<file path="src/hw/oel_cfg.svh">
`ifndef OEL_CFG_SVH
`define OEL_CFG_SVH

// register offsets on the register interface
`define OEL_ADDR_W          6
`define OEL_ADDR_FALL_EN    6'h10
`define OEL_ADDR_FALL_SET   6'h11
`define OEL_ADDR_FALL_CLR   6'h12
`define OEL_ADDR_STATUS     6'h13
`define OEL_ADDR_LATCH      6'h14

// field layout of the latch, status and enable registers
`define OEL_DATA_W          8
`define OEL_SRC_W           5
`define OEL_BIT_ID_GND      4
`define OEL_BIT_SESS_END    3
`define OEL_BIT_SESS_VALID  2
`define OEL_BIT_VBUS_OK     1
`define OEL_BIT_HOST_DETACH 0

// reset values
`define OEL_FALL_EN_RST     5'h1F
`define OEL_LATCH_RST       5'h00
`define OEL_RDATA_RST       8'h00

`endif

</file>
<file path="src/hw/oel_pkg.sv">
`include "oel_cfg.svh"

package oel_pkg;

  // the five cable and session sources, msb first so bit 4 is id grounded
  typedef struct packed {
    logic id_pin_grounded;
    logic session_ended;
    logic session_is_valid;
    logic bus_voltage_ok;
    logic host_detach;
  } oel_src_t;

  // operating modes whose entry wipes the latch
  typedef struct packed {
    logic low_power;
    logic serial;
    logic carkit;
  } oel_mode_t;

  // register access request from the interface logic
  typedef struct packed {
    logic                        rd;
    logic                        wr;
    logic [`OEL_ADDR_W-1:0]      addr;
    logic [`OEL_DATA_W-1:0]      wdata;
  } oel_req_t;

  // start-up walk: gray codes along the path
  typedef enum logic [1:0] {
    OEL_ST_SYNC0 = 2'b00,
    OEL_ST_SYNC1 = 2'b01,
    OEL_ST_LOAD  = 2'b11,
    OEL_ST_RUN   = 2'b10
  } oel_state_t;

endpackage

</file>
<file path="src/hw/oel_src_track.sv">
`timescale 1ns/100ps
`default_nettype none

// synchronises the analog source levels and flags their transitions
module oel_src_track #(
  parameter int W = 5
) (
  input  wire logic         clk_i,
  input  wire logic         reset_n_i,
  input  wire logic [W-1:0] src_i,
  output logic      [W-1:0] level_o,
  output logic      [W-1:0] rise_o,
  output logic      [W-1:0] fall_o
);

  logic [W-1:0] meta_ff;
  logic [W-1:0] sync_ff;
  logic [W-1:0] prev_ff;

  genvar g;
  generate
    for (g = 0; g < W; g++) begin : g_src
      // meta_ff feeds only sync_ff
      always_ff @(posedge clk_i or negedge reset_n_i) begin
        if (!reset_n_i) begin
          meta_ff[g] <= 1'b0;
          sync_ff[g] <= 1'b0;
          prev_ff[g] <= 1'b0;
        end else begin
          meta_ff[g] <= src_i[g];
          sync_ff[g] <= meta_ff[g];
          prev_ff[g] <= sync_ff[g];
        end
      end
      assign rise_o[g] = sync_ff[g] & ~prev_ff[g];
      assign fall_o[g] = ~sync_ff[g] & prev_ff[g];
    end
  endgenerate

  assign level_o = sync_ff;

endmodule

`default_nettype wire

</file>
<file path="src/hw/oel_latch.sv">
`timescale 1ns/100ps
`default_nettype none
`include "oel_cfg.svh"

// What this block does
// - A latch bit goes to one when its source shows a change that is not masked.
// - Latch bits are id grounded 4, session end 3, session valid 2, bus voltage 1, detach 0.
// - A read of the latch register at 0x14 returns its contents and then clears every bit.
// - Entering low power clears all latch bits except one whose event lands in the entry cycle.
// - Entering serial or carkit mode clears all latch bits except a same-cycle event, regardless of clock suspend.
// - An event in the cycle of a latch read is reported in that read data and not latched.
// - The host detach event counts only while the device is in host mode.
// - After reset the detach bit is zero with a host attached and one with it detached.
// - A read-only status register at 0x13 shows the present level of the five sources.
// - Fall enables: plain 0x10, set 0x11, clear 0x12; at set and clear a zero bit changes nothing.
module oel_latch (
  input  wire logic                   clk_i,
  input  wire logic                   reset_n_i,
  input  wire oel_pkg::oel_req_t      req_i,
  input  wire oel_pkg::oel_src_t      src_i,
  input  wire logic [`OEL_SRC_W-1:0]  rise_en_i,
  input  wire logic                   host_mode_i,
  input  wire oel_pkg::oel_mode_t     mode_i,
  output logic [`OEL_DATA_W-1:0]      rd_data_o,
  output logic                        rd_valid_o,
  output logic                        rd_hit_o,
  output logic [`OEL_SRC_W-1:0]       latch_o,
  output logic [`OEL_SRC_W-1:0]       fall_en_o
);

  // alias write: 0 = plain write, 1 = set ones, 2 = clear ones
  function automatic logic [`OEL_SRC_W-1:0] alias_write(
    input logic [`OEL_SRC_W-1:0] cur,
    input logic [`OEL_SRC_W-1:0] wval,
    input logic [1:0]            op
  );
    logic [`OEL_SRC_W-1:0] res;
    res = cur;
    unique case (op)
      2'd0: res = wval;
      2'd1: res = cur | wval;
      2'd2: res = cur & ~wval;
      default: res = cur;
    endcase
    return res;
  endfunction

  function automatic logic addr_is(
    input logic [`OEL_ADDR_W-1:0] a,
    input logic [`OEL_ADDR_W-1:0] b
  );
    return a == b;
  endfunction

  logic [`OEL_SRC_W-1:0]  level;
  logic [`OEL_SRC_W-1:0]  rise;
  logic [`OEL_SRC_W-1:0]  fall;

  oel_src_track #(
    .W (`OEL_SRC_W)
  ) u_track (
    .clk_i     (clk_i),
    .reset_n_i (reset_n_i),
    .src_i     (src_i),
    .level_o   (level),
    .rise_o    (rise),
    .fall_o    (fall)
  );

  oel_pkg::oel_state_t    state_ff;
  oel_pkg::oel_state_t    nxt_state;
  logic [`OEL_SRC_W-1:0]  latch_ff;
  logic [`OEL_SRC_W-1:0]  nxt_latch;
  logic [`OEL_SRC_W-1:0]  fall_en_ff;
  logic [`OEL_SRC_W-1:0]  nxt_fall_en;
  oel_pkg::oel_mode_t     mode_prev_ff;
  logic [`OEL_DATA_W-1:0] rd_data_ff;
  logic [`OEL_DATA_W-1:0] nxt_rd_data;
  logic                   rd_valid_ff;
  logic                   rd_hit_ff;
  logic                   nxt_rd_hit;

  // address decode
  wire rd_latch  = req_i.rd & addr_is(req_i.addr, `OEL_ADDR_LATCH);
  wire rd_status = req_i.rd & addr_is(req_i.addr, `OEL_ADDR_STATUS);
  wire rd_fall   = req_i.rd & (addr_is(req_i.addr, `OEL_ADDR_FALL_EN) |
                               addr_is(req_i.addr, `OEL_ADDR_FALL_SET) |
                               addr_is(req_i.addr, `OEL_ADDR_FALL_CLR));
  wire wr_fall   = req_i.wr & addr_is(req_i.addr, `OEL_ADDR_FALL_EN);
  wire wr_set    = req_i.wr & addr_is(req_i.addr, `OEL_ADDR_FALL_SET);
  wire wr_clr    = req_i.wr & addr_is(req_i.addr, `OEL_ADDR_FALL_CLR);
  wire [1:0] fall_op = wr_set ? 2'd1 : (wr_clr ? 2'd2 : 2'd0);
  wire [`OEL_SRC_W-1:0] wval = req_i.wdata[`OEL_SRC_W-1:0];

  // start-up edges from the synchroniser are not real changes
  wire running = (state_ff == oel_pkg::OEL_ST_RUN);

  // unmasked change detection
  wire [`OEL_SRC_W-1:0] edge_evt = (rise & rise_en_i) | (fall & fall_en_ff);
  wire                  loading  = (state_ff == oel_pkg::OEL_ST_LOAD);
  wire [`OEL_SRC_W-1:0] host_gate;
  wire [`OEL_SRC_W-1:0] evt;
  wire [`OEL_SRC_W-1:0] boot_set;
  wire [`OEL_SRC_W-1:0] kept;
  wire [`OEL_SRC_W-1:0] held;
  wire [`OEL_SRC_W-1:0] rd_view;

  // mode entry is a rising edge of the mode level
  wire lp_entry     = mode_i.low_power & ~mode_prev_ff.low_power;
  wire serial_entry = mode_i.serial & ~mode_prev_ff.serial;
  wire carkit_entry = mode_i.carkit & ~mode_prev_ff.carkit;
  wire mode_clear   = lp_entry | serial_entry | carkit_entry;

  genvar b;
  generate
    for (b = 0; b < `OEL_SRC_W; b++) begin : g_bit
      // only the detach source depends on the host role
      assign host_gate[b] = (b == `OEL_BIT_HOST_DETACH) ? host_mode_i : 1'b1;
      assign evt[b]       = running & edge_evt[b] & host_gate[b];
      // the detach level seen at start-up preloads its bit, in any role
      assign boot_set[b]  = (b == `OEL_BIT_HOST_DETACH) & loading & level[b];
      // an event that lands with a mode-entry clear still survives
      assign kept[b]      = ~mode_clear & latch_ff[b];
      assign held[b]      = kept[b] | evt[b] | boot_set[b];
      // a read shows the same-cycle event, and the preload, but does not latch them
      assign rd_view[b]   = latch_ff[b] | evt[b] | boot_set[b];
    end
  endgenerate

  // the read clear beats a same-cycle event, which leaves in the read data instead
  always_comb begin
    nxt_latch = rd_latch ? {`OEL_SRC_W{1'b0}} : held;
  end

  always_comb begin
    nxt_fall_en = fall_en_ff;
    if (wr_fall | wr_set | wr_clr) begin
      nxt_fall_en = alias_write(fall_en_ff, wval, fall_op);
    end
  end

  // upper bits stay zero; the latch and status registers take no write
  always_comb begin
    nxt_rd_data = `OEL_RDATA_RST;
    nxt_rd_hit  = 1'b1;
    if (rd_latch) begin
      nxt_rd_data[`OEL_SRC_W-1:0] = rd_view;
    end else if (rd_status) begin
      nxt_rd_data[`OEL_SRC_W-1:0] = level;
    end else if (rd_fall) begin
      nxt_rd_data[`OEL_SRC_W-1:0] = fall_en_ff;
    end else begin
      nxt_rd_hit = 1'b0;
    end
  end

  always_comb begin
    nxt_state = state_ff;
    unique case (state_ff)
      oel_pkg::OEL_ST_SYNC0: nxt_state = oel_pkg::OEL_ST_SYNC1;
      oel_pkg::OEL_ST_SYNC1: nxt_state = oel_pkg::OEL_ST_LOAD;
      oel_pkg::OEL_ST_LOAD:  nxt_state = oel_pkg::OEL_ST_RUN;
      oel_pkg::OEL_ST_RUN:   nxt_state = oel_pkg::OEL_ST_RUN;
    endcase
  end

  always_ff @(posedge clk_i or negedge reset_n_i) begin
    if (!reset_n_i) begin
      state_ff <= oel_pkg::OEL_ST_SYNC0;
    end else begin
      state_ff <= nxt_state;
    end
  end

  always_ff @(posedge clk_i or negedge reset_n_i) begin
    if (!reset_n_i) begin
      latch_ff <= `OEL_LATCH_RST;
    end else begin
      latch_ff <= nxt_latch;
    end
  end

  always_ff @(posedge clk_i or negedge reset_n_i) begin
    if (!reset_n_i) begin
      fall_en_ff <= `OEL_FALL_EN_RST;
    end else begin
      fall_en_ff <= nxt_fall_en;
    end
  end

  // a mode already on at reset release reads as one entry and wipes the latch once
  always_ff @(posedge clk_i or negedge reset_n_i) begin
    if (!reset_n_i) begin
      mode_prev_ff <= '0;
    end else begin
      mode_prev_ff <= mode_i;
    end
  end

  // read data holds between reads so the link may pick it up late
  always_ff @(posedge clk_i or negedge reset_n_i) begin
    if (!reset_n_i) begin
      rd_data_ff  <= `OEL_RDATA_RST;
      rd_valid_ff <= 1'b0;
      rd_hit_ff   <= 1'b0;
    end else begin
      rd_data_ff  <= req_i.rd ? nxt_rd_data : rd_data_ff;
      rd_valid_ff <= req_i.rd;
      rd_hit_ff   <= req_i.rd & nxt_rd_hit;
    end
  end

  assign rd_data_o  = rd_data_ff;
  assign rd_valid_o = rd_valid_ff;
  assign rd_hit_o   = rd_hit_ff;
  assign latch_o    = latch_ff;
  assign fall_en_o  = fall_en_ff;

endmodule

`default_nettype wire

</file>
<file path="config.mk">
export PLATFORM = sky130hd
export DESIGN_NAME = oel_latch
export DESIGN_NICKNAME = d
export VERILOG_FILES = /design/src/hw/oel_pkg.sv /design/src/hw/oel_src_track.sv /design/src/hw/oel_latch.sv
export VERILOG_INCLUDE_DIRS = /design/src /design/src/hw
export SDC_FILE = /design/constraint.sdc
export NUM_CORES = 1
export LEC_CHECK = 0
export ABC_CLOCK_PERIOD_IN_PS = 3000
export BUFFER_PORTS_ARGS = -buffer_cell sky130_fd_sc_hd__clkbuf_2
export CAP_MARGIN = 30
export CORE_AREA = 2 2 61 63
export DETAILED_ROUTE_END_ITERATION = 7
export DIE_AREA = 0 0 63 65
export GPL_TIMING_DRIVEN = 0
export PLACE_DENSITY_LB_ADDON = 0.05
export SLEW_MARGIN = 15
export SYNTH_ARGS = -nofsm -noshare
export SYNTH_HDL_FRONTEND = slang
export SYNTH_SLANG_ARGS = --single-unit
</file>
<file path="constraint.sdc">
create_clock -name clk_i -period 3 [get_ports clk_i]
set_clock_uncertainty 0.1 [all_clocks]
set_input_delay 0.6 -clock clk_i [delete_from_list [all_inputs] [get_ports clk_i]]
set_output_delay 0.6 -clock clk_i [all_outputs]
set_load 0.005 [all_outputs]
</file>
==> flow_summary.ini, run 1 <==
[run_status]
status = completed

[timing]
finalCriticalPeriod_ns = 1.91
final_hold_viol_count = 0
grt_setup_unrepaired = no
relSlewSlack_pct = 47.6
setup_viol = 0
tightest_slew_ns = 0.776
fin_crit_sh_pct = 63.6
setup_tns_ns = 0
holdWs_ns = 0.125
maxSlewViolCount = 0
max_freq_mhz = 524

[detailed_routing]
routed_wl_um = 3140
drt_iter0_drc = 38
wire_per_inst_um = 13.6
firstDrtPassIters = 4
avgViaCountPerCell = 5.08
vias = 1174
ant_nets = 0
drc = 0

[floorplan]
pin_count = 52
die_y_um = 65
rows = 22
die_area_um2 = 4100
initial_core_util_pct = 43.2
die_width_um = 63
core-area_um2 = 3500

[clock_network]
clockBufferDepth = 2
cts_buffers = 5
cts-hold-fix-buffers = 0
h-tree-depth = 2
clock_latency_ns = 0.34
cts_setup_buffers = 0
cts_resized = 0
cts.sinks = 37
clockRootBuffer = clkbuf_4
path_clk_slew_ns = 0.11
cts_tree = built

[synthesis]
netlist_instances = 129
synth_edf_count = 0
ys_ff_latch = 37
yosys.cell_types.count = 26
synth_area_um2 = 1510
synth_area_leader_cell = dfrtp_1
yosysSeqAreaShare_pct = 61.7
yosys.area_share.simple_pct = 16.5
synth_mux_area_share_pct = 0
synthFlopType = dfrtp_1
synthAdderAreaFrac_pct = 0
synth_top_area_share_pct = 53.0
syn_area_per_cell_um2 = 11.7
ys_warn_count = 0
synth-compound-area-share_pct = 16.2
yosys.area_share.xor_xnor_pct = 0
ys_top_cells_by_area = dfrtp_1, dfstp_2, a21oi_1
async_reset_ff_share_pct = 100
synth_top_family_by_area = simple AND/OR/NAND/NOR gates

[hold_path]
hold_class = primary input to asynchronous set/reset pin

[layout]
syn_to_final_growth_pct = 25.2
n_antenna_cell = 0
drive_gt1_share_pct = 35.5
fin_nets = 214

[critical_path]
critPathTopFamily = simple AND/OR/NAND/NOR gates
critPathKind = primary input to flop
end_kind = flop
crit_buf_inv = 1
max_stage_delay_ns = 0.59
arrival_ns = 2.09
path_cells = clkbuf_2, or4b_1, nor3_1, o21ai_0, a22o_1
slowest_stage = or4b_1
path_max_fanout = 8
start_kind = primary input
cp.required_ns = 3.18

[global_routing]
grt_max_degree = 38
overflow = 0
grt_util_all_layers_pct = 17.0
grt_pass1_wl_um = 5150
antenna_found_initial = 0
first_global_vias = 1116

[placed_design]
io_buffers = 43
globalplace.congestion = 0.815
dpl.hpwl_um = 2330

[power_and_ir_drop]
p_leak_uw = 0.000897
p_per_area_nw_per_um2 = 528
ir_drop_mv = 0.372

[run]
cap_violations = 0
## path summary, 6_finish.rpt
check                                     end          startpoint  cells after the start  slack, ns
max                              fall_en_o[3]           req_i[10]                      5       1.09
min                        u_track.level_o[4]           reset_n_i                      1       0.13
max reg2reg                        latch_o[1]     mode_prev_ff[2]                      4       1.53
min reg2reg                u_track.level_o[1]  u_track.meta_ff[1]                      0       0.26
max in group asynchronous        rd_data_o[2]           reset_n_i                      2       2.21
min in group clk_i         u_track.level_o[1]  u_track.meta_ff[1]                      0       0.26
## cells in the mapped netlist (2+ instances only)
library cell,n
nor2_1,12
a21oi_1,15
nand2_1,4
nor3_1,2
buf_2,2
nand3b_1,8
buf_6,2
a311oi_1,5
nand4b_1,7
a22o_1,5
o21ai_0,6
o32ai_1,4
dfrtp_1,32
inv_1,7
buf_4,3
dfstp_2,5
## report_power, final
part	total, uW	internal, uW	switching, uW
Combinational	128	66.1	61.6
Sequential	582	548	33.9
Clock	289	136	153
## registers in the layout, indices dropped and copies added (netlist names), 2 cells and up
| register | cells |
|---|---|
| state_ff | 2 |
| fall_en_o | 5 |
| u_track.prev_ff | 5 |
| rd_data_o | 5 |
| latch_o | 5 |
| u_track.level_o | 5 |
| mode_prev_ff | 3 |
| u_track.meta_ff | 5 |
## logic make-up after synthesis
group	after synthesis
AND/OR/NAND/NOR	40
other	1
buffers and inverters	14
flip-flops	37
AO/OA/AOI/OAI	37
## through the flow
stage | setup slack [ns] | total power (uW) | area [um^2] | cells | utilization, %
finish | 1.09 | 999 | 1890 | 231 | 54.1
global route | 0.958 | 1050 | 1890 | 231 | 54.1
CTS | 1.09 | 1010 | 1860 | 230 | 53.3
detailed placement | 0.727 | 716 | 1790 | 222 | 51.3
global placement | 0.795 | 711 | 1790 | 222 | 51.3
floorplan | 0.931 | 639 | 1520 | 131 | -
## layout make-up
cell class,count,area [um^2]
Timing Repair Buffer,44,243
Buffer,7,55.1
Clock buffer,7,65.1
Clock inverter,1,5.00
Multi-Input combinational cell,80,505
Fill cell,343,1600
Inverter,7,26.3
Sequential cell,37,932
Tap cell,48,60.1
## layer usage
layer  part of all wire [%]  vias up  global-route usage (%)
met5                      0        -                       0
met1                     45      559                    21.2
met4                    2.0        0                    9.17
li1                       -      573                       -
met3                    6.0        4                    5.38
met2                     47       38                    26.3
## worst reg2reg max path, cell delays in order, from the launching register on
cell and delay [ns]:
dfrtp_1 0.33, inv_1 0.03, a222oi_1 0.66, a21oi_1 0.16, nor2_1 0.11
## layout by cell type (no fill, tap or decap), types with 2 or more instances in the layout
cell / Yosys / final
nand4b_1: 7 / 7
clkbuf_4: 0 / 5
inv_1: 7 / 7
conb_1: 1 / 3
dfrtp_1: 32 / 32
clkbuf_8: 0 / 2
nand2_1: 4 / 4
o21ai_0: 6 / 6
buf_2: 2 / 2
buf_4: 3 / 3
a21oi_1: 15 / 15
buf_6: 2 / 2
nor3_1: 2 / 2
a311oi_1: 5 / 5
dfstp_2: 5 / 5
nor2_1: 12 / 12
clkbuf_2: 0 / 43
nand3b_1: 8 / 8
o32ai_1: 4 / 4
a22o_1: 5 / 5
Power figures use the tool's default switching activity.
==> run 2: changes to the inputs <==
Settings changed: ABC_CLOCK_PERIOD_IN_PS 3000 to 1800.
Clock period 3 ns to 1.8 ns, I/O delays scaled along.
==> flow_summary.ini, run 2 (synthesized netlist as in run 1, its figures left out) <==
[timing]
setup_tns_ns = 0
relSlewSlack_pct = 46.4
grt_setup_unrepaired = no
fin_crit_sh_pct = 94.1
finalCriticalPeriod_ns = 1.69
setup_viol = 0
max_freq_mhz = 590
tightest_slew_ns = 0.793
maxSlewViolCount = 0
final_hold_viol_count = 0

[floorplan]
die_width_um = 63
die_area_um2 = 4100
rows = 22
initial_core_util_pct = 43.2
pin_count = 52
die_y_um = 65
core-area_um2 = 3500

[power_and_ir_drop]
p_leak_uw = 0.000950
ir_drop_mv = 0.574
p_per_area_nw_per_um2 = 939

[critical_path]
r2r_cells = 4
path_max_fanout = 8
path_cells = clkbuf_2, or4b_1, nor3_1, o21ai_0, a22o_1
slowest_stage = or4b_1
cp.required_ns = 1.98
arrival_ns = 1.88
end_kind = flop
max_stage_delay_ns = 0.59
start_kind = primary input
critPathKind = primary input to flop

[detailed_routing]
avgViaCountPerCell = 4.97
drc = 0
wire_per_inst_um = 13.4
drt_iter0_drc = 16
routed_wl_um = 3170
vias = 1173
firstDrtPassIters = 4
ant_nets = 0

[hold_path]
whs_path_depth = 1
hold_class = primary input to flop

[layout]
fin_util_pct = 57.8
postLayoutCellArea_um2 = 2020
drive_gt1_share_pct = 36.7
seqCellArea_um2 = 932
multi_input_area_um2 = 536
fillers = 326
n_antenna_cell = 0
final_cell_mix = clkbuf_2, dfrtp_1, a21oi_1
syn_to_final_growth_pct = 33.7
mostFrequentLayoutCell = clkbuf_2
fin_nets = 219

[placed_design]
io_buffers = 43
placed_cell_area_um2 = 1840
globalplace.congestion = 0.740
dpl.hpwl_um = 2350

[clock_network]
clock_latency_ns = 0.34
cts_resized = 0
clockBufferDepth = 2
cts.sinks = 37
path_clk_slew_ns = 0.11
cts_setup_buffers = 0
h-tree-depth = 2
cts_buffers = 5
clockRootBuffer = clkbuf_4
cts_tree = built

[global_routing]
grt_util_all_layers_pct = 17.1
antenna_found_initial = 0
overflow = 0
grt_max_degree = 38
first_global_vias = 1080
grt_pass1_wl_um = 5220

[run]
cap_violations = 0

[run_status]
status = completed
[run 2: changes by cell type in the layout (fill, tap and decap cells not counted)]
cell	change
buf_2	-2
buf_6	+1
clkbuf_8	-2
o32ai_1	-4
dlygate4sd3_1	+5
bufinv_16	+2
o32ai_2	+4
buf_8	+1
[run 2: repair_timing]
item                                    in CTS  in global routing
endpoints found under the setup margin       0                  0
hold endpoints to repair                     0                 18
hold buffers                                 0                  5
[run 2: per-stage QoR]
stage	cells	hold WS, ns	worst slack (ns)	total power [uW]
detailed placement	222	0.236	-0.251	1210
finish	236	0.0341	0.106	1900
global placement	222	0.232	-0.164	1200
floorplan	131	-0.0356	0.00123	1080
CTS	230	0.00312	0.117	1910
global route	236	0.0147	0.0251	1990
[run 2: area by class of cell]
class	instances	area share (%)
sequential	37	46.1
multi-input combinational	80	26.5
timing repair buffer	49	14.5
buffer	7	3.53
clock inverter	3	3.22
tap	48	2.97
clock buffer	5	1.86
inverter	7	1.30
[run 2: per-layer routing]
metal	global-route usage, %	routed length (um)	up-vias
li1	-	-	587
met1	21.6	1410	546
met2	27.0	1530	35
met3	5.38	178	5
met4	7.50	47	0
met5	0	0	-
[run 2: final timing paths]
check,from,end,slack (ns)
worst max-delay path,req_i[10],fall_en_o[3],0.11
max in group asynchronous,reset_n_i,fall_en_o[0],0.71
worst min-delay path,src_i[0],u_track.meta_ff[0],0.03
worst max register to register,mode_prev_ff[2],latch_o[0],0.24
min in group asynchronous,reset_n_i,mode_prev_ff[2],0.37
worst min register to register,u_track.meta_ff[2],u_track.level_o[2],0.26
[run 2: critical path: cells and delay by family]
family | cells | cell delay (ns)
AO/OA/AOI/OAI | 2 | 0.41
AND/OR/NAND/NOR | 2 | 0.97
buffers and inverters | 1 | 0.13
[run 2: where the power goes]
| part | internal, uW | switching [uW] | leakage, uW |
|---|---|---|---|
| registers | 913 | 59.1 | 0.000438 |
| clock network | 430 | 266 | 0.0000552 |
| logic | 123 | 105 | 0.000457 |
| total | 1470 | 430 | 0.000950 |
==> run 3: changes to the inputs <==
Settings changed: ABC_AREA set to 1, CORE_AREA 2 2 61 63 to 2 2 64 66, DIE_AREA 0 0 63 65 to 0 0 66 68.
==> flow_summary.ini, run 3 <==
[synthesis]
synth_area_um2 = 1650
yosys.cell_types.count = 17
ys_warn_count = 0
ys_ff_latch = 37
yosysSeqAreaShare_pct = 56.6
synthFlopType = dfrtp_1
ys_top_cells_by_area = dfrtp_1, nand2_1, inv_1
synth_top_area_share_pct = 48.6
synth_area_leader_cell = dfrtp_1
synth_common_cells = nand2_1, inv_1, dfrtp_1
yosysMostFrequentCell = nand2_1
async_reset_ff_share_pct = 100
syn_area_per_cell_um2 = 8.49
synth_edf_count = 0
netlist_instances = 194

[timing]
final_hold_viol_count = 0
maxSlewViolCount = 0
fin_crit_sh_pct = 80.8
finalCriticalPeriod_ns = 1.45
max_freq_mhz = 688
grt_setup_unrepaired = no
setup_viol = 0
setup_tns_ns = 0

[global_routing]
grt_max_degree = 38
overflow = 0
grt_util_all_layers_pct = 16.3
antenna_found_initial = 0
grt_pass1_wl_um = 5400
first_global_vias = 1232

[detailed_routing]
routed_wl_um = 3270
ant_nets = 0
drt_iter0_drc = 126
firstDrtPassIters = 4
avgViaCountPerCell = 4.41
wire_per_inst_um = 10.9
drc = 0
vias = 1326

[power_and_ir_drop]
internal_power_uw = 1350
power_frac_seq_pct = 52.7
pwr-share-comb_pct = 12.2
p_leak_uw = 0.00112
switching_power_uw = 447
p_per_area_nw_per_um2 = 866
ir_drop_mv = 0.453
p_clk_share_pct = 35.0
p_sw_share_pct = 24.9

[clock_network]
clock_latency_ns = 0.28
clockBufferDepth = 2
path_clk_slew_ns = 0.07
h-tree-depth = 2
cts.sinks = 37
clockRootBuffer = clkbuf_8
cts_setup_buffers = 0
cts_buffers = 5
cts_tree = built

[layout]
postLayoutCellArea_um2 = 2070
mostFrequentLayoutCell = nand2_1
final_cell_mix = nand2_1, clkbuf_2, inv_1
syn_to_final_growth_pct = 25.9
drive_gt1_share_pct = 27.1
fin_util_pct = 53.8
fin_nets = 282
fillers = 391
n_antenna_cell = 0

[floorplan]
core-area_um2 = 3860
rows = 23
initial_core_util_pct = 42.7
die_area_um2 = 4490
die_width_um = 66
pin_count = 52
die_y_um = 68

[critical_path]
cp.required_ns = 1.34
crit_buf_inv = 1
slowest_stage = dfstp_2
max_stage_delay_ns = 0.58
end_kind = output pin
critPathKind = flop to output pin
critPathTopFamily = flip-flops
startpoint = fall_en_o[0]
path_max_fanout = 4
r2r_start = fall_en_o[4]
start_kind = flop
path_cells = clkbuf_2
arrival_ns = 0.99

[placed_design]
globalplace.congestion = 0.727
dpl.hpwl_um = 2420
io_buffers = 45
placed_cell_area_um2 = 1940

[hold_path]
hold_class = primary input to flop
hp-start = src_i[1]

[run]
cap_violations = 0

[run_status]
status = completed
run 3: changes by cell type in the layout (fill, tap and decap cells not counted), moves of 5 or more:
cell      change
clkbuf_8      +7
nor2_4        +5
inv_1        +29
a311oi_1      -5
nand4b_1      -7
o21ai_0       -5
a22o_1        -5
nand3_1      +14
a21oi_1      -10
clkbuf_4      -5
nand4_1       +6
nand2_1      +57
run 3: layer usage:
layer | track usage (%) | vias to the layer above | part of all wire (%)
met2 | 28.2 | 38 | 47
met4 | 6.12 | 0 | 1.2
li1 | - | 700 | -
met3 | 5.76 | 5 | 7.3
met5 | 0 | - | 0
met1 | 18.8 | 583 | 44
run 3: logic make-up (layout without fill, tap and decap cells):
logic type,count (synthesis),count (layout),share of synthesized area (%)
compound gates,7,7,2.28
xor+xnor,1,1,0.532
buf+inv,39,94,9.57
flops,37,37,56.6
other cells,1,3,0.228
simple gates,109,109,30.8
run 3: cell type report:
cell class | count | area (um^2) | share of cell area [%]
Multi-Input combinational cell | 120 | 564 | 27.2
Clock inverter | 1 | 5.00 | 0.241
Buffer | 3 | 22.5 | 1.09
Tap cell | 50 | 62.6 | 3.02
Timing Repair Buffer | 47 | 255 | 12.3
Sequential cell | 37 | 932 | 45.0
Inverter | 36 | 135 | 6.52
Clock buffer | 7 | 96.3 | 4.65
run 3: final timing paths:
kind	depth (start not counted)	endpoint	slack, ns
max	1	fall_en_o[0]	0.35
min	1	u_track.meta_ff[1]	0.08
max reg2reg	6	rd_data_o[4]	0.62
min reg2reg	0	u_track.level_o[2]	0.25
max in group asynchronous	3	fall_en_o[2]	0.72
min in group asynchronous	2	u_track.prev_ff[0]	0.37
run 3: power groups by stage:
| stage | sequential [uW] | clock [uW] | combinational [uW] |
|---|---|---|---|
| 3_3_place_gp | 963 | 0 | 215 |
| 5_1_grt | 956 | 685 | 255 |
| 6_report | 947 | 630 | 220 |
| 3_5_place_dp | 963 | 0 | 215 |
| 2_1_floorplan | 956 | 0 | 104 |
| 4_1_cts | 947 | 653 | 217 |
run 3: per-stage QoR:
step	setup WS (ns)	instances	hold slack, ns	total power [uW]
after global placement	0.413	291	0.232	1180
after global routing	0.322	301	0.0630	1900
after detailed placement	0.399	291	0.235	1180
after floorplan	0.634	196	-0.0356	1060
final	0.346	301	0.0767	1800
after CTS	0.336	299	0.0672	1820
run 3: timing repair:
| item | 4_1_cts | 5_1_grt |
|---|---|---|
| resized for setup | 0 | 0 |
| hold endpoints to repair | 0 | 8 |
| hold buffers | 0 | 1 |
